### config.mk
export PLATFORM = sky130hd
export DESIGN_NAME = bpms_top
export DESIGN_NICKNAME = d
export VERILOG_FILES = /design/src/core/bpms_pkg.sv /design/src/core/bpms_top.sv
export SDC_FILE = /design/constraint.sdc
export NUM_CORES = 1
export LEC_CHECK = 0
export BUFFER_PORTS_ARGS = -buffer_cell sky130_fd_sc_hd__buf_2
export CORE_MARGIN = 8
export CORE_UTILIZATION = 46
export DETAILED_ROUTE_END_ITERATION = 12
export GPL_ROUTABILITY_DRIVEN = 0
export PLACE_DENSITY_LB_ADDON = 0.05
export SYNTH_ARGS = -nofsm -noshare
export SYNTH_HDL_FRONTEND = slang
export SYNTH_SLANG_ARGS = --single-unit
export TNS_END_PERCENT = 50
### constraint.sdc
create_clock -name i_clk -period 4.4 [get_ports i_clk]
set_clock_uncertainty 0.05 [all_clocks]
set_input_delay 1.1 -clock i_clk [delete_from_list [all_inputs] [get_ports i_clk]]
set_output_delay 1.1 -clock i_clk [all_outputs]
set_load 0.02 [all_outputs]
### src/core/bpms_pkg.sv
// Package with register map, field layout and mode types of the sequencer.
package bpms_pkg;

  // --------------------------------------------------------------
  // Register map
  // --------------------------------------------------------------
  localparam logic [11:0] CTRL_OFS = 12'h000;
  localparam logic [11:0] STAT_OFS = 12'h004;

  // --------------------------------------------------------------
  // Control fields
  // --------------------------------------------------------------
  localparam int CTRL_DISP_BIT = 0;
  localparam int CTRL_SLEEP_BIT = 1;
  localparam int CTRL_METRO_BIT = 2;
  localparam int CTRL_PLL_BIT = 3;
  localparam int CTRL_BLINK_LSB = 4;

  // --------------------------------------------------------------
  // Status fields
  // --------------------------------------------------------------
  localparam int STAT_MODE_LSB = 0;
  localparam int STAT_GOOD_BIT = 2;
  localparam int STAT_PSF_LSB = 4;
  localparam int STAT_WAKE_BIT = 8;

  // --------------------------------------------------------------
  // Values loaded on restart from a low-power mode
  // --------------------------------------------------------------
  localparam logic CFG_METRO_RST = 1'b1;
  localparam logic CFG_PLL_RST = 1'b1;
  localparam logic [1:0] CFG_BLINK_RST = 2'h0;

  // --------------------------------------------------------------
  // Types
  // --------------------------------------------------------------
  typedef enum logic [1:0] {
    full_power_mode,
    battery_active_mode,
    display_only_mode,
    lowest_power_mode
  } bpms_mode_t;

  typedef struct packed {
    logic [1:0] blink_en;
    logic pll_fast;
    logic metro_en;
  } bpms_cfg_t;

endpackage

### src/core/bpms_top.sv
// Power-mode sequencer with APB control and status registers.
//
// Added by the designer: the APB interface to the registers and the address map.
`timescale 1ns/10ps
module bpms_top #(
  parameter int ADDR_W = 12
) (
  input wire logic i_clk,
  input wire logic i_reset,
  input wire logic i_psel,
  input wire logic i_penable,
  input wire logic i_pwrite,
  input wire logic [ADDR_W-1:0] i_paddr,
  input wire logic [31:0] i_pwdata,
  output logic [31:0] o_prdata,
  output logic o_pready,
  output logic o_pslverr,
  input wire logic i_above_supply_thr,
  input wire logic i_above_brownout_thr,
  input wire logic i_wake_timer,
  input wire logic i_pushbutton_input,
  input wire logic [2:0] i_wake_pins,
  input wire logic [1:0] i_rx_pins,
  output logic o_irq,
  output logic [2:0] o_power_state_field,
  output logic o_cpu_run,
  output logic o_cpu_restart,
  output logic o_periph_en,
  output logic o_rail_on,
  output logic o_rail_from_battery,
  output logic o_display_on,
  output logic [1:0] o_blink_en,
  output logic o_metro_en,
  output logic o_pll_fast
);

  // --------------------------------------------------------------
  // Input synchronisers
  // --------------------------------------------------------------
  logic [8:0] sync1_r;
  logic [8:0] sync2_r;
  logic [8:0] sync3_r;
  wire [8:0] pins_in = {i_rx_pins, i_wake_pins, i_pushbutton_input,
                        i_wake_timer, i_above_brownout_thr,
                        i_above_supply_thr};

  // The synchronisers carry no reset: they flush while reset is held, so
  // a high supply flag is not seen as lost, and no false edge appears.
  always_ff @(posedge i_clk) begin
    sync1_r <= pins_in;
    sync2_r <= sync1_r;
    sync3_r <= sync2_r;
  end

  // The comparator output is the supply-good flag itself.
  wire supply_good = sync2_r[0];
  wire above_brownout = sync2_r[1];
  wire [8:0] rise = sync2_r & ~sync3_r;
  wire [8:0] fall = ~sync2_r & sync3_r;
  // Receive activity is any edge; the other sources wake on a rise.
  wire wake_ev = |rise[6:2] | (|(rise[8:7] | fall[8:7]));

  // --------------------------------------------------------------
  // APB decode
  // --------------------------------------------------------------
  logic pready_r;
  logic [31:0] prdata_r;
  logic pslverr_r;
  wire setup = i_psel & ~i_penable & ~pready_r;
  wire hit_ctrl = i_paddr == ADDR_W'(bpms_pkg::CTRL_OFS);
  wire hit_stat = i_paddr == ADDR_W'(bpms_pkg::STAT_OFS);
  wire wr_ctrl = i_psel & i_penable & pready_r & i_pwrite & hit_ctrl;
  wire disp_cmd = wr_ctrl & i_pwdata[bpms_pkg::CTRL_DISP_BIT];
  wire sleep_cmd = wr_ctrl & i_pwdata[bpms_pkg::CTRL_SLEEP_BIT];

  // --------------------------------------------------------------
  // Mode sequencer
  // --------------------------------------------------------------
  bpms_pkg::bpms_mode_t mode_r;
  bpms_pkg::bpms_mode_t mode_nxt;
  logic wake_r;
  bpms_pkg::bpms_cfg_t cfg_r;
  bpms_pkg::bpms_cfg_t cfg_nxt;

  wire in_low = (mode_r == bpms_pkg::display_only_mode) |
                (mode_r == bpms_pkg::lowest_power_mode);
  // Supply return has priority over every other cause.
  wire to_full = (mode_r != bpms_pkg::full_power_mode) & supply_good;
  wire restart = in_low & (mode_nxt != mode_r);

  always_comb begin
    mode_nxt = mode_r;
    unique case (mode_r)
      bpms_pkg::full_power_mode: begin
        if (!supply_good || !above_brownout) begin
          mode_nxt = bpms_pkg::battery_active_mode;
        end else if (sleep_cmd) begin
          mode_nxt = bpms_pkg::lowest_power_mode;
        end else if (disp_cmd) begin
          mode_nxt = bpms_pkg::display_only_mode;
        end
      end
      bpms_pkg::battery_active_mode: begin
        if (supply_good) begin
          mode_nxt = bpms_pkg::full_power_mode;
        end else if (sleep_cmd) begin
          mode_nxt = bpms_pkg::lowest_power_mode;
        end else if (disp_cmd) begin
          mode_nxt = bpms_pkg::display_only_mode;
        end
      end
      bpms_pkg::display_only_mode, bpms_pkg::lowest_power_mode: begin
        if (supply_good) begin
          mode_nxt = bpms_pkg::full_power_mode;
        end else if (wake_ev) begin
          mode_nxt = bpms_pkg::battery_active_mode;
        end
      end
    endcase
  end

  // Restart from a low-power mode sets metrology on, PLL fast and blink off.
  always_comb begin
    cfg_nxt = cfg_r;
    if (restart) begin
      cfg_nxt.blink_en = bpms_pkg::CFG_BLINK_RST;
      cfg_nxt.pll_fast = bpms_pkg::CFG_PLL_RST;
      cfg_nxt.metro_en = bpms_pkg::CFG_METRO_RST;
    end else if (wr_ctrl) begin
      cfg_nxt.metro_en = i_pwdata[bpms_pkg::CTRL_METRO_BIT];
      cfg_nxt.pll_fast = i_pwdata[bpms_pkg::CTRL_PLL_BIT];
      cfg_nxt.blink_en = i_pwdata[bpms_pkg::CTRL_BLINK_LSB +: 2];
    end
  end

  wire nxt_full = mode_nxt == bpms_pkg::full_power_mode;
  wire nxt_batt = mode_nxt == bpms_pkg::battery_active_mode;
  wire nxt_disp = mode_nxt == bpms_pkg::display_only_mode;
  wire nxt_sleep = mode_nxt == bpms_pkg::lowest_power_mode;
  wire mode_chg = mode_nxt != mode_r;
  wire irq_ev = mode_chg & (nxt_full | (nxt_batt & ~in_low));

  always_ff @(posedge i_clk) begin
    if (i_reset) begin
      mode_r <= bpms_pkg::full_power_mode;
      cfg_r <= '0;
      wake_r <= 1'b0;
      o_irq <= 1'b0;
      o_power_state_field <= 3'h0;
      o_cpu_run <= 1'b0;
      o_cpu_restart <= 1'b0;
      o_periph_en <= 1'b0;
      o_rail_on <= 1'b0;
      o_rail_from_battery <= 1'b0;
      o_display_on <= 1'b0;
      o_blink_en <= 2'h0;
      o_metro_en <= 1'b0;
      o_pll_fast <= 1'b0;
    end else begin
      mode_r <= mode_nxt;
      // Battery entry from full power keeps metrology and PLL settings; wake from a low-power mode reloads them.
      cfg_r <= cfg_nxt;
      // A wake event in the same cycle as sleep entry is kept.
      wake_r <= wake_ev | (wake_r & ~(nxt_sleep & mode_chg));
      o_irq <= irq_ev;
      o_power_state_field <= {~supply_good, mode_nxt};
      o_cpu_run <= nxt_full | nxt_batt;
      o_cpu_restart <= restart;
      o_periph_en <= nxt_full | nxt_batt;
      o_rail_on <= nxt_full | nxt_batt;
      o_rail_from_battery <= ~nxt_full;
      o_display_on <= ~nxt_sleep;
      o_blink_en <= nxt_disp ? cfg_nxt.blink_en : 2'h0;
      o_metro_en <= cfg_nxt.metro_en;
      o_pll_fast <= cfg_nxt.pll_fast;
    end
  end

  // --------------------------------------------------------------
  // APB slave without wait states: ready in the first access cycle
  // --------------------------------------------------------------
  wire [31:0] stat_word = 32'(wake_r) << bpms_pkg::STAT_WAKE_BIT |
                          32'(o_power_state_field) << bpms_pkg::STAT_PSF_LSB |
                          32'(supply_good) << bpms_pkg::STAT_GOOD_BIT |
                          32'(mode_r) << bpms_pkg::STAT_MODE_LSB;
  wire [31:0] ctrl_word = 32'(cfg_r.blink_en) << bpms_pkg::CTRL_BLINK_LSB |
                          32'(cfg_r.pll_fast) << bpms_pkg::CTRL_PLL_BIT |
                          32'(cfg_r.metro_en) << bpms_pkg::CTRL_METRO_BIT;
  wire [31:0] rd_word = hit_ctrl ? ctrl_word :
                        hit_stat ? stat_word : 32'h0000_0000;

  always_ff @(posedge i_clk) begin
    if (i_reset) begin
      pready_r <= 1'b0;
      prdata_r <= 32'h0000_0000;
      pslverr_r <= 1'b0;
    end else begin
      pready_r <= setup;
      prdata_r <= setup ? rd_word : 32'h0000_0000;
      pslverr_r <= setup & ~(hit_ctrl | (hit_stat & ~i_pwrite));
    end
  end

  assign o_pready = pready_r;
  assign o_prdata = prdata_r;
  assign o_pslverr = pslverr_r;

  localparam bpms_pkg::bpms_mode_t FULL = bpms_pkg::full_power_mode;
  localparam bpms_pkg::bpms_mode_t BATT = bpms_pkg::battery_active_mode;
  localparam bpms_pkg::bpms_mode_t DISP = bpms_pkg::display_only_mode;
  localparam bpms_pkg::bpms_mode_t LOWP = bpms_pkg::lowest_power_mode;
endmodule

# Yosys cells after proc, flatten, opt, wreduce, memory -nomap -nowiden
# Index checks and enable logic that the tools add are counted.
[totals]
register_bits = 78
out_inout_bits = 48
inputBits = 58
[classes]
n_eq_ne = 8
reduce_logical = 12
n_bitwise = 42
mux = 11
[ops]
columns = ["op", "n"]
rows = [
  ["AND 9 bit", 2],
  ["2-to-1 mux 9 bit", 2],
  ["inverter 9 bit", 2],
  ["AND 1 bit", 15],
  ["== test 12 x 3 -> 1 bit, second input constant", 1],
  ["zero test 12 bit", 1],
  ["2-to-1 mux 2 bit", 6],
  ["inverter 1 bit", 11],
  ["OR 9 x 2 -> 9 bit", 1],
  ["OR 9 x 3 -> 9 bit", 1],
  ["OR 9 x 7 -> 9 bit", 1],
  ["== test 2 bit, second input constant", 4],
  ["2-to-1 mux 4 bit", 2],
  ["OR reduction 2 bit", 4],
  ["OR 1 bit", 6],
  ["OR 6 x 3 -> 6 bit", 1],
  ["OR 6 x 4 -> 6 bit", 1],
  ["one-hot mux 2 bit (3 select lines)", 1],
  ["OR reduction 5 bit", 1],
  ["== test 2 x 1 -> 1 bit, second input constant", 2],
  ["zero test 2 bit", 2],
  ["zero test 1 bit", 2],
  ["!= test 2 bit", 1],
  ["OR 2 bit", 1],
  ["2 further kinds", 2],
]

# Longest topological paths before layout
# Gate-level depths: netlist of the first run.
[logic_depth]
word_depth = 14
depth_mapped = 6

# Worst setup path before layout of the first run
# Ideal clock, no wire load.
[synth_timing]
path_kind = "input -> register"
startpoint = "input i_paddr[1]"
endpoint = "register wake_r"
setup_time_ns = 0.088
t_arrival_ns = 2.844
slack_ns = 1.418
stages = 5
path_cell_list = "or4_4 -> nor4_4 -> a21oi_2 -> o32a_1 -> a311oi_2"
[synth_via]
elab_chain_len = 12
word_cells_on_any_way = 15
[synth_rtl]
columns = ["element", "line_no", "text"]
rows = [
  ["start: declaration", "bpms_top.sv:13", "input wire logic [ADDR_W-1:0] i_paddr,"],
  ["zero test 12 bit *", "bpms_top.sv:70", "wire hit_ctrl = i_paddr == ADDR_W'(bpms_pkg::CTRL_OFS);"],
  ["AND 1 bit *", "bpms_top.sv:72", "wire wr_ctrl = i_psel & i_penable & pready_r & i_pwrite & hit_ctrl;"],
  ["AND 1 bit", "bpms_top.sv:73", "wire disp_cmd = wr_ctrl & i_pwdata[bpms_pkg::CTRL_DISP_BIT];"],
  ["2-to-1 mux 2 bit", "bpms_top.sv:99, bpms_top.sv:108", ""],
  ["2-to-1 mux 2 bit *", "bpms_top.sv:106", "end else if (sleep_cmd) begin"],
  ["2-to-1 mux 2 bit, on equally long branches", "bpms_top.sv:104, bpms_top.sv:95", ""],
  ["one-hot mux 2 bit (3 select lines) *", "bpms_top.sv:93", "unique case (mode_r)"],
  ["== test 2 bit or != test 2 bit (tied branches)", "bpms_top.sv:139, bpms_top.sv:140", ""],
  ["AND 1 bit *", "bpms_top.sv:164", "wake_r <= wake_ev | (wake_r & ~(nxt_sleep & mode_chg));"],
  ["inverter 1 bit *", "bpms_top.sv:164", ""],
  ["AND 1 bit *", "bpms_top.sv:164", ""],
  ["OR 1 bit *", "bpms_top.sv:164", ""],
  ["end signal: assignment", "bpms_top.sv:164", ""],
  ["end: declaration", "bpms_top.sv:81", "logic wake_r;"],
]
# Every way passes the cells marked *; elsewhere a longest branch is shown, timed or not.
# A chain may end at the register's enable or synchronous reset.

# Worst setup path in the final report of the first run
[layout_timing]
startpoint = "input i_paddr[1]"
endpoint = "register o_blink_en[1]"
[layout_via]
elab_chain_len = 10
word_cells_on_any_way = 16
[layout_rtl]
columns = ["element", "line_no", "text"]
rows = [
  ["zero test 12 bit *", "bpms_top.sv:70", ""],
  ["AND 1 bit *", "bpms_top.sv:72", ""],
  ["AND 1 bit", "bpms_top.sv:73", ""],
  ["2-to-1 mux 2 bit", "bpms_top.sv:99, bpms_top.sv:108", ""],
  ["2-to-1 mux 2 bit", "bpms_top.sv:106", ""],
  ["2-to-1 mux 2 bit, on equally long branches", "bpms_top.sv:104, bpms_top.sv:95", ""],
  ["one-hot mux 2 bit (3 select lines)", "bpms_top.sv:93", ""],
  ["!= test 2 bit or == test 2 bit (tied branches)", "bpms_top.sv:89, bpms_top.sv:138", ""],
  ["AND 1 bit or inverter 1 bit (tied branches)", "-", ""],
  ["2-to-1 mux 4 bit or OR reduction 2 bit (tied branches)", "-", ""],
  ["end signal: assignment", "bpms_top.sv:173", "o_blink_en <= nxt_disp ? cfg_nxt.blink_en : 2'h0;"],
  ["end: declaration", "bpms_top.sv:32", "output logic [1:0] o_blink_en,"],
]
# Every way passes the cells marked *; elsewhere a longest branch is shown, timed or not. The select of a mux whose other input is x is not followed.

==> run metrics, run 1 <==
outcome=completed; global-route wire length before repair=5.326 mm; GRT met1 Usage=9.647%; Tot Pwr=865.5 µW; distinct cell type count after synthesis=36; root buf cell=clkbuf_8; cell count along the critical path=7; core area=0.003689 mm²; RSZ-0062 raised after global routing=no; Max transition margin=42.88%; Worst Tran Pin Value=835.2 ps; CP Class=primary input to flop; Startpoint Class=primary input; Synth Warn #=0; cell with the largest stage delay on the worst path=or4_4; clock latency on the worst-skew pair=290 ps; dpl ws=1244 ps; cts hold-fix bufs=0; P_leak=0.9835 nW; Crit path max-delay family=simple AND/OR/NAND/NOR gates; Crit Path Max Fanout=8; CP endpoint kind=flop; Max-Cap Viols=0; overall routing resource usage=10.69%; Final #Nets=278; TritonCTS Buffers=5; maximum number of pins on one net before global-route repair=17; max-slew violations=0; Critical Path, Cell by Cell=buf_2 -> or4_4 -> nor4_4 -> buf_4 -> a21oi_2 -> o32ai_1 -> and3_1; slack of the critical path=1526 ps; Critical Path Sink=o_blink_en[1]$_SDFF_PP0_; setup bufs post-CTS=0; First DRT Iteration DRCs=57; grt total ovfl=0; H-tree Lvls=2; met2 GRT Util=18.89%; Placed Area=0.001977 mm²; critical path's largest stage delay=550 ps; Avg WL per Cell=12.21 µm; clk slew on worst S/H paths=80 ps; Reg2Reg Depth=5; io pins=106; Synth Register Bits=50; Die H=78.22 µm; final hold vios=0; die area=0.006118 mm²; Synth Instances=167; pwr/cell area=413.9 mW/mm²; non-filler cells, final=269; vias post-DR=1222; WP data required=4590 ps; Die W=78.22 µm; post-layout util=56.68%; # diodes=0; post-route setup TNS=0 ps; Fin Hold WS=283.4 ps; RR Startpoint=sync3_r[8]$_DFF_P_; fin crit share=65.33%; CTS-repair resized insts=0; CTS tree=done; final wirelength=3.285 mm; vias per cell=4.543; row count=22; Inst Count DP=261; Finished Cell Area=0.002091 mm²; Fillers=343; CP startpoint=i_paddr[1]; Cell Area, Synth=0.001780 mm²; vias in the first global route=1233; Period minus WS final=2874 ps; Hold Crit Class=flop to flop; register area share after synthesis=56.22%; Worst Path Buf+Inv=2; initial antenna violation count=0; reg-to-reg endpoint=cfg_r[2]$_SDFF_PP0_; Multi-input gate area=621.8 µm²; syn avg cell area=10.66 µm²; antenna-violating nets left=0; DPL Wire Length=2.744 mm; first-pass detailed-route iteration total=3; grt peak-use layer=met2; sequential cell area=0.001001 mm²; FMAX=347.9 MHz; clock sink count=50; met3 Usage GRT=5.581%; CP arrival=3070 ps; Residual DRC=0; maximum vdd ir drop=0.2686 mV; initial core utilization=48.27%; port buffer count=55; R2R Setup Slk=2100 ps; Layout area overhead=17.43%; layout cells sized above 1=32.58%; CTS Buffer Depth=2; # setup viols final=0
-- logic make-up after synthesis --
group                  share of synthesized area, %
multiplexers                                  4.498
AND/OR/NAND/NOR                               16.44
AO/OA/AOI/OAI                                 7.942
XOR/XNOR                                     0.9840
other                                        0.2106
buffers and inverters                         13.70
flip-flops                                    56.22
-- registers in the layout, indices dropped and copies added (netlist names) --
signal and flops:
sync1_r 9, sync2_r 9, o_prdata 8, sync3_r 7, cfg_r 4, o_power_state_field 3
o_blink_en 2, o_cpu_restart 1, o_display_on 1, o_irq 1, o_pready 1, o_pslverr 1
o_rail_from_battery 1, o_rail_on 1, wake_r 1
-- how the worst min path moves through the flow --
stage	startpoint	slack (ps)	depth (start not counted)	to
after CTS	sync1_r[0]$_DFF_P_	290	0	sync2_r[0]$_DFF_P_
after floorplan	sync1_r[0]$_DFF_P_	260	0	sync2_r[0]$_DFF_P_
after global routing	sync1_r[5]$_DFF_P_	290	0	sync2_r[5]$_DFF_P_
final	sync1_r[0]$_DFF_P_	280	0	sync2_r[0]$_DFF_P_
after global placement	sync1_r[5]$_DFF_P_	260	0	sync2_r[5]$_DFF_P_
after detailed placement	sync1_r[8]$_DFF_P_	260	0	sync2_r[8]$_DFF_P_
-- placed cells by master (no fill, tap or decap), types with 2 or more instances in the layout --
cell type | Yosys | layout
a21oi_1 | 6 | 6
and2_1 | 5 | 5
and3_1 | 2 | 2
buf_2 | 0 | 55
clkbuf_8 | 0 | 5
clkinvlp_4 | 0 | 2
conb_1 | 1 | 24
dfxtp_1 | 50 | 50
inv_1 | 3 | 3
mux2i_1 | 8 | 8
nand2_1 | 6 | 6
nand2b_1 | 3 | 3
nor2_1 | 16 | 16
nor2b_1 | 3 | 3
nor3_1 | 3 | 3
nor4b_1 | 2 | 2
o21ai_0 | 4 | 4
or4_4 | 2 | 2
xor2_1 | 2 | 2
-- where the power goes --
| part | switching, mW | total [mW] | internal, mW |
|---|---|---|---|
| combinational | 0.0516 | 0.0785 | 0.0269 |
| clock | 0.139 | 0.308 | 0.169 |
| sequential | 0.00846 | 0.479 | 0.470 |
-- per-layer routing --
layer / vias up / part of all wire [%] / routed length, µm
met5: - / 0 / 0
met4: 0 / 2.0 / 65
met3: 7 / 11 / 364
met2: 48 / 52 / 1700
met1: 556 / 35 / 1154
li1: 611 / - / -
-- area by class of cell --
cell class | instances | area share [%]
clock buffers | 5 | 3.291
flip-flops and latches | 50 | 47.88
multi-input cells | 104 | 29.74
repair buffers | 56 | 13.52
inverters | 3 | 0.5386
clock inverters | 3 | 2.154
well taps | 48 | 2.873
-- cell usage after synthesis --
cell | count | area, µm²
a2111oi_0 | 1 | 8.760
a21boi_0 | 1 | 7.510
a21oi_1 | 6 | 30.03
a21oi_2 | 1 | 8.760
a311oi_2 | 1 | 15.01
a31oi_1 | 1 | 6.260
a41oi_1 | 1 | 8.760
and2_1 | 5 | 31.28
and2_2 | 1 | 7.510
and3_1 | 2 | 12.51
and3_2 | 1 | 7.510
buf_4 | 29 | 217.7
clkbuf_1 | 4 | 15.01
conb_1 | 1 | 3.750
dfxtp_1 | 50 | 1001
inv_1 | 3 | 11.26
mux2i_1 | 8 | 80.08
nand2_1 | 6 | 22.52
nand2b_1 | 3 | 18.77
nand3_1 | 1 | 5.000
nand4b_1 | 1 | 8.760
nor2_1 | 16 | 60.06
nor2b_1 | 3 | 18.77
nor3_1 | 3 | 15.01
nor3b_1 | 1 | 7.510
nor4_4 | 1 | 21.27
nor4b_1 | 2 | 17.52
o21ai_0 | 4 | 20.02
o21ba_2 | 1 | 10.01
o21bai_1 | 1 | 7.510
o32a_1 | 1 | 10.01
o32ai_1 | 1 | 8.760
or3_1 | 1 | 6.260
or4_4 | 2 | 22.52
or4b_1 | 1 | 10.01
xor2_1 | 2 | 17.52
Power figures use the tool's default switching activity.
==> run 2: changes to the inputs <==
--- a/config.mk
+++ b/config.mk
@@ -7,7 +7,7 @@
 export LEC_CHECK = 0
 export BUFFER_PORTS_ARGS = -buffer_cell sky130_fd_sc_hd__buf_2
 export CORE_MARGIN = 8
-export CORE_UTILIZATION = 46
+export CORE_UTILIZATION = 42
 export DETAILED_ROUTE_END_ITERATION = 12
 export GPL_ROUTABILITY_DRIVEN = 0
 export PLACE_DENSITY_LB_ADDON = 0.05
==> constraint.sdc (replaced) <==
create_clock -name i_clk -period 2.85 [get_ports i_clk]
set_clock_uncertainty 0.05 [all_clocks]
set_input_delay 0.7125 -clock i_clk [delete_from_list [all_inputs] [get_ports i_clk]]
set_output_delay 0.7125 -clock i_clk [all_outputs]
set_load 0.02 [all_outputs]
==> run 2 against run 1 <==
Against the previous run: critical path depth shrank 1; worst setup slack got worse by 1000 ps; largest power group unchanged; clock power grew 34%; wire length rose by 9.2%; largest cell class unchanged; clock-buffer cell count is the same; sequential cell count unchanged.
==> run metrics, run 2 (same netlist as run 1, synthesis figures left out) <==
outcome=completed; final wirelength=3.586 mm; fin crit share=82.42%; Placed Area=0.001987 mm²; maximum number of pins on one net before global-route repair=19; Critical Path, Cell by Cell=buf_2 -> or4_4 -> nor4_4 -> a21oi_2 -> o32a_1 -> a311oi_2; Flop pwr share=57.9%; layout cells sized above 1=32.88%; CP arrival=2520 ps; post-route setup TNS=0 ps; cts hold-fix bufs=0; global-route wire length before repair=5.678 mm; met3 Usage GRT=5.408%; Hold Crit Class=flop to flop; Die W=81.11 µm; Final #Nets=279; vias in the first global route=1254; antenna-violating nets left=0; Pint=950.8 µW; non-filler cells, final=272; Worst Tran Pin Value=776.7 ps; post-layout util=51.68%; max-slew violations=0; net switching fraction of the power=25.55%; # diodes=0; setup bufs post-CTS=0; Period minus WS final=2349 ps; First DRT Iteration DRCs=52; clk slew on worst S/H paths=90 ps; row count=23; CTS tree=done; die area=0.006579 mm²; vias per cell=4.452; critical path's largest stage delay=550 ps; commonest cells after routing, fill and taps aside=55 x buf_2, 50 x dfxtp_1, 24 x conb_1; # setup viols final=0; FMAX=425.7 MHz; grt peak-use layer=met2; io pins=106; CTS-repair resized insts=0; initial core utilization=44.19%; RSZ-0062 raised after global routing=no; overall routing resource usage=11.13%; DPL Wire Length=2.935 mm; Residual DRC=0; most common cell after layout, fill and taps aside=buf_2; clock sink count=50; vias post-DR=1211; Sw Pwr=326.4 µW; WP data required=3020 ps; clock latency on the worst-skew pair=300 ps; pwr/cell area=613.4 mW/mm²; initial antenna violation count=0; met2 GRT Util=19.57%; sequential cell area=0.001001 mm²; maximum vdd ir drop=0.4430 mV; Die H=81.11 µm; CTS Buffer Depth=2; clock share of power=32.2%; CP endpoint kind=flop; final hold vios=0; Layout area overhead=16.94%; cell with the largest stage delay on the worst path=or4_4; Finished Cell Area=0.002082 mm²; port buffer count=55; grt total ovfl=0; Max-Cap Viols=0; Fillers=383; first-pass detailed-route iteration total=4; TritonCTS Buffers=5; CP Class=primary input to flop; P_leak=0.9871 nW; Startpoint Class=primary input; Logic pwr share=9.8%; H-tree Lvls=2; Multi-input gate area=621.8 µm²; Crit Path Max Fanout=4; core area=0.004029 mm²; Max transition margin=46.88%; Avg WL per Cell=13.18 µm; GRT met1 Usage=11.16%; root buf cell=clkbuf_8; Inst Count DP=264
run 2: cell types whose count changed in the layout (fill, tap and decap cells not counted):
cell | before | now
clkinvlp_4 | 2 | 0
inv_6 | 0 | 2
buf_4 | 1 | 2
bufinv_16 | 1 | 0
clkinv_4 | 0 | 1
run 2: final timing paths:
check | from | end | slack [ps] | cells past startpoint
setup / recovery | i_paddr[1] | wake_r$_SDFF_PP0_ | 500 | 6
hold / removal | sync1_r[6]$_DFF_P_ | sync2_r[6]$_DFF_P_ | 280 | 0
setup reg to reg | sync3_r[8]$_DFF_P_ | cfg_r[3]$_SDFF_PP0_ | 570 | 5
hold reg to reg | sync1_r[6]$_DFF_P_ | sync2_r[6]$_DFF_P_ | 280 | 0
run 2: area by class of cell:
| cell class | instances | area share (%) |
|---|---|---|
| Clock inverter | 3 | 1.262 |
| Clock buffer | 5 | 3.305 |
| Sequential cell | 50 | 48.08 |
| Timing Repair Buffer | 57 | 13.94 |
| Inverter | 3 | 0.5409 |
| Multi-Input combinational cell | 104 | 29.87 |
| Tap cell | 50 | 3.005 |
run 2: metrics by stage:
step           hold slack (ps)  setup WS [ps]  total power, mW
5_1_grt                  289.6          328.8            1.344
6_report                 281.5          501.0            1.277
3_5_place_dp             263.8          195.4           0.8811
2_1_floorplan            259.6          255.4           0.8635
4_1_cts                  285.2          512.5            1.294
3_3_place_gp             261.8          223.0           0.8780
run 2: per-layer routing:
metal / part of all wire, % / wire length (µm) / vias to the layer above
met4: 1.2 / 43 / 0
met3: 12 / 425 / 5
met1: 37 / 1331 / 540
li1: - / - / 615
met2: 50 / 1786 / 51
met5: 0 / 0 / -
run 2: critical path: cells and delay by family:
| family | cells | cell delay (ps) |
|---|---|---|
| buffers and inverters | 1 | 90 |
| AND/OR/NAND/NOR | 2 | 960 |
| AO/OA/AOI/OAI | 3 | 750 |
run 2: power by group through the flow:
stage               Combinational [mW]  Clock, mW  Sequential (mW)
floorplan                        0.105          0            0.759
global placement                 0.122          0            0.756
detailed placement               0.124          0            0.757
CTS                              0.124      0.429            0.740
global route                     0.136      0.464            0.744
finish                           0.126      0.412            0.740
==> run 3: changes to the inputs <==
--- a/config.mk
+++ b/config.mk
@@ -5,9 +5,10 @@
 export SDC_FILE = /design/constraint.sdc
 export NUM_CORES = 1
 export LEC_CHECK = 0
+export ABC_AREA = 1
 export BUFFER_PORTS_ARGS = -buffer_cell sky130_fd_sc_hd__buf_2
 export CORE_MARGIN = 8
-export CORE_UTILIZATION = 42
+export CORE_UTILIZATION = 38
 export DETAILED_ROUTE_END_ITERATION = 12
 export GPL_ROUTABILITY_DRIVEN = 0
 export PLACE_DENSITY_LB_ADDON = 0.05
==> constraint.sdc (replaced) <==
create_clock -name i_clk -period 2.1 [get_ports i_clk]
set_clock_uncertainty 0.05 [all_clocks]
set_input_delay 0.525 -clock i_clk [delete_from_list [all_inputs] [get_ports i_clk]]
set_output_delay 0.525 -clock i_clk [all_outputs]
set_load 0.02 [all_outputs]
==> run 3 against run 2 <==
Against the previous run: die area up 9.6%; synthesized area up 1.3%; register-to-register slack worse by 100 ps; total power up 34%; largest power group unchanged; non-clock buffer count down 2; synthesized cell count up 20%.
==> run metrics, run 3 <==
outcome=completed; die area=0.007209 mm²; leading area contributor after synthesis=dfxtp_1; layout cells sized above 1=30.20%; cell with the largest stage delay on the worst path=dfxtp_1; Residual DRC=0; slack of the critical path=466.1 ps; Yosys top cell area share=55.48%; Hold Crit Class=primary input to flop; antenna-violating nets left=0; critical path's most frequent cell=nand2_1; grt total ovfl=0; port buffer count=55; CP arrival=1780 ps; clock sink count=50; H-tree Lvls=2; CTS-repair resized insts=0; maximum number of pins on one net before global-route repair=17; io pins=106; # setup viols final=0; row count=25; Avg WL per Cell=11.06 µm; Startpoint Class=flop; non-filler cells, final=309; root buf cell=clkbuf_8; core area=0.004661 mm²; clock latency on the worst-skew pair=300 ps; Max-Cap Viols=0; vias post-DR=1285; Placed Area=0.002008 mm²; Finished Cell Area=0.002098 mm²; clk slew on worst S/H paths=90 ps; Synth Instances=200; post-route setup TNS=0 ps; initial antenna violation count=0; Main synth FF type=dfxtp_1; Synth Warn #=0; CTS tree=done; initial core utilization=38.71%; Synth Register Bits=50; cts hold-fix bufs=0; pwr/cell area=815.3 mW/mm²; WP data required=2240 ps; Final #Nets=312; syn avg cell area=9.021 µm²; Reg2Reg Depth=11; maximum vdd ir drop=0.4290 mV; First DRT Iteration DRCs=66; most common cell after layout, fill and taps aside=buf_2; DPL Wire Length=2.745 mm; critical path's largest stage delay=360 ps; CP endpoint kind=flop; commonest cells after routing, fill and taps aside=55 x buf_2, 50 x dfxtp_1, 30 x nand2_1; reg-to-reg endpoint=wake_r$_SDFF_PP0_; first-pass detailed-route iteration total=4; Die W=84.91 µm; dpl ws=165.4 ps; RSZ-0062 raised after global routing=no; global-route wire length before repair=5.630 mm; Fillers=472; TritonCTS Buffers=5; CTS Buffer Depth=2; Post-synth ARST share=0%; final hold vios=0; hold depth=1; Min-Delay Startpoint=i_wake_pins[0]; CP Class=flop to flop; distinct cell type count after synthesis=29; P_leak=1.105 nW; setup bufs post-CTS=0; Critical Path, Cell by Cell=nand2_1 -> nor2_2 -> nand4_2 -> nand3_1 -> o21ai_1 -> nand2_2 -> inv_2 -> nor2_1 -> nand2_1 -> nand2_1 -> a21oi_2; final wirelength=3.419 mm; FMAX=612.0 MHz; R2R Setup Slk=470 ps; Crit path max-delay family=simple AND/OR/NAND/NOR gates; synth top area cells=dfxtp_1 55%, buf_4 12%, nand2_1 6.2%; top cells by instance count after synthesis=50 x dfxtp_1, 30 x nand2_1, 29 x buf_4; Die H=84.91 µm; Inst Count DP=301; overall routing resource usage=9.707%; vias per cell=4.159; Layout area overhead=16.30%; RR Startpoint=o_pready$_SDFF_PP0_; number of flops mapped to enable cells by yosys=0; max-slew violations=0; Period minus WS final=1634 ps; Worst Path Buf+Inv=1; Crit Path Max Fanout=4; # diodes=0; register area share after synthesis=55.48%; most frequent cell after synthesis=dfxtp_1; Cell Area, Synth=0.001804 mm²; Worst Hold End=sync1_r[4]$_DFF_P_; vias in the first global route=1240; fin crit share=77.81%
==> run 3: cell types whose count changed after synthesis, moves of 3 or more <==
cell / previous run / this run
nor2_1: 16 / 25
nand2_1: 6 / 30
nand2b_1: 3 / 0
inv_1: 3 / 20
nand3_1: 1 / 9
a21oi_1: 6 / 1
nand2_2: 0 / 3
nor2b_1: 3 / 0
mux2i_1: 8 / 0
and2_1: 5 / 1
==> run 3: report_power, final <==
group	internal [mW]	switching [mW]	leakage, nW	total (mW)
clock network	0.234	0.312	0.0441	0.546
registers	0.985	0.0143	0.415	1.00
logic	0.0539	0.111	0.646	0.165
==> run 3: layout make-up <==
class                           count  area (µm²)  share of cell area, %
Tap cell                           54       67.56                  3.220
Inverter                           22       82.58                  3.936
Clock buffer                        5       68.82                  3.280
Multi-Input combinational cell    120       581.8                  27.73
Sequential cell                    50        1001                  47.70
Timing Repair Buffer               55       275.3                  13.12
Clock inverter                      3       21.27                  1.014
==> run 3: worst max-delay path by stage <==
stage                                   start                end  slack [ps]  cells past startpoint
after global routing              i_paddr[11]  wake_r$_SDFF_PP0_         300                     13
after global placement             i_paddr[9]  wake_r$_SDFF_PP0_         170                     13
after detailed placement           i_paddr[9]  wake_r$_SDFF_PP0_         170                     13
final                     o_pready$_SDFF_PP0_  wake_r$_SDFF_PP0_         470                     11
after floorplan                   i_paddr[11]  wake_r$_SDFF_PP0_         410                     14
after CTS                 o_pready$_SDFF_PP0_  wake_r$_SDFF_PP0_         460                     11
==> run 3: stage by stage <==
step / total power, mW / hold WS (ps) / util, %
detailed placement: 1.186 / 262.1 / 43.09
CTS: 1.740 / 252.6 / 45.02
global route: 1.796 / 245.4 / 45.02
finish: 1.711 / 267.2 / 45.02
global placement: 1.184 / 259.6 / 43.09
floorplan: 1.172 / 259.6 / -
==> run 3: cells by family (layout without fill, tap and decap cells) <==
logic type             Yosys count  in the layout  share of synthesized area, %
XOR/XNOR                         2              2                        0.9711
buffers and inverters           53             85                         17.06
other                            1             24                        0.2078
AND/OR/NAND/NOR                 80             80                         20.87
flip-flops                      50             50                         55.48
AO/OA/AOI/OAI                   14             14                         5.410
==> run 3: worst reg2reg max path: cells and delay by family, from the launching register on <==
kind,cells,cell delay (ps)
AND/OR/NAND/NOR,8,930
flip-flops,1,360
AO/OA/AOI/OAI,2,130
buffers and inverters,1,60
==> run 3: layer usage <==
layer	share of wire, %	up-vias	global-route usage, %
li1	-	672	-
met4	2.2	0	4.854
met5	0	-	0
met1	41	542	9.881
met2	44	63	15.53
met3	14	8	5.695
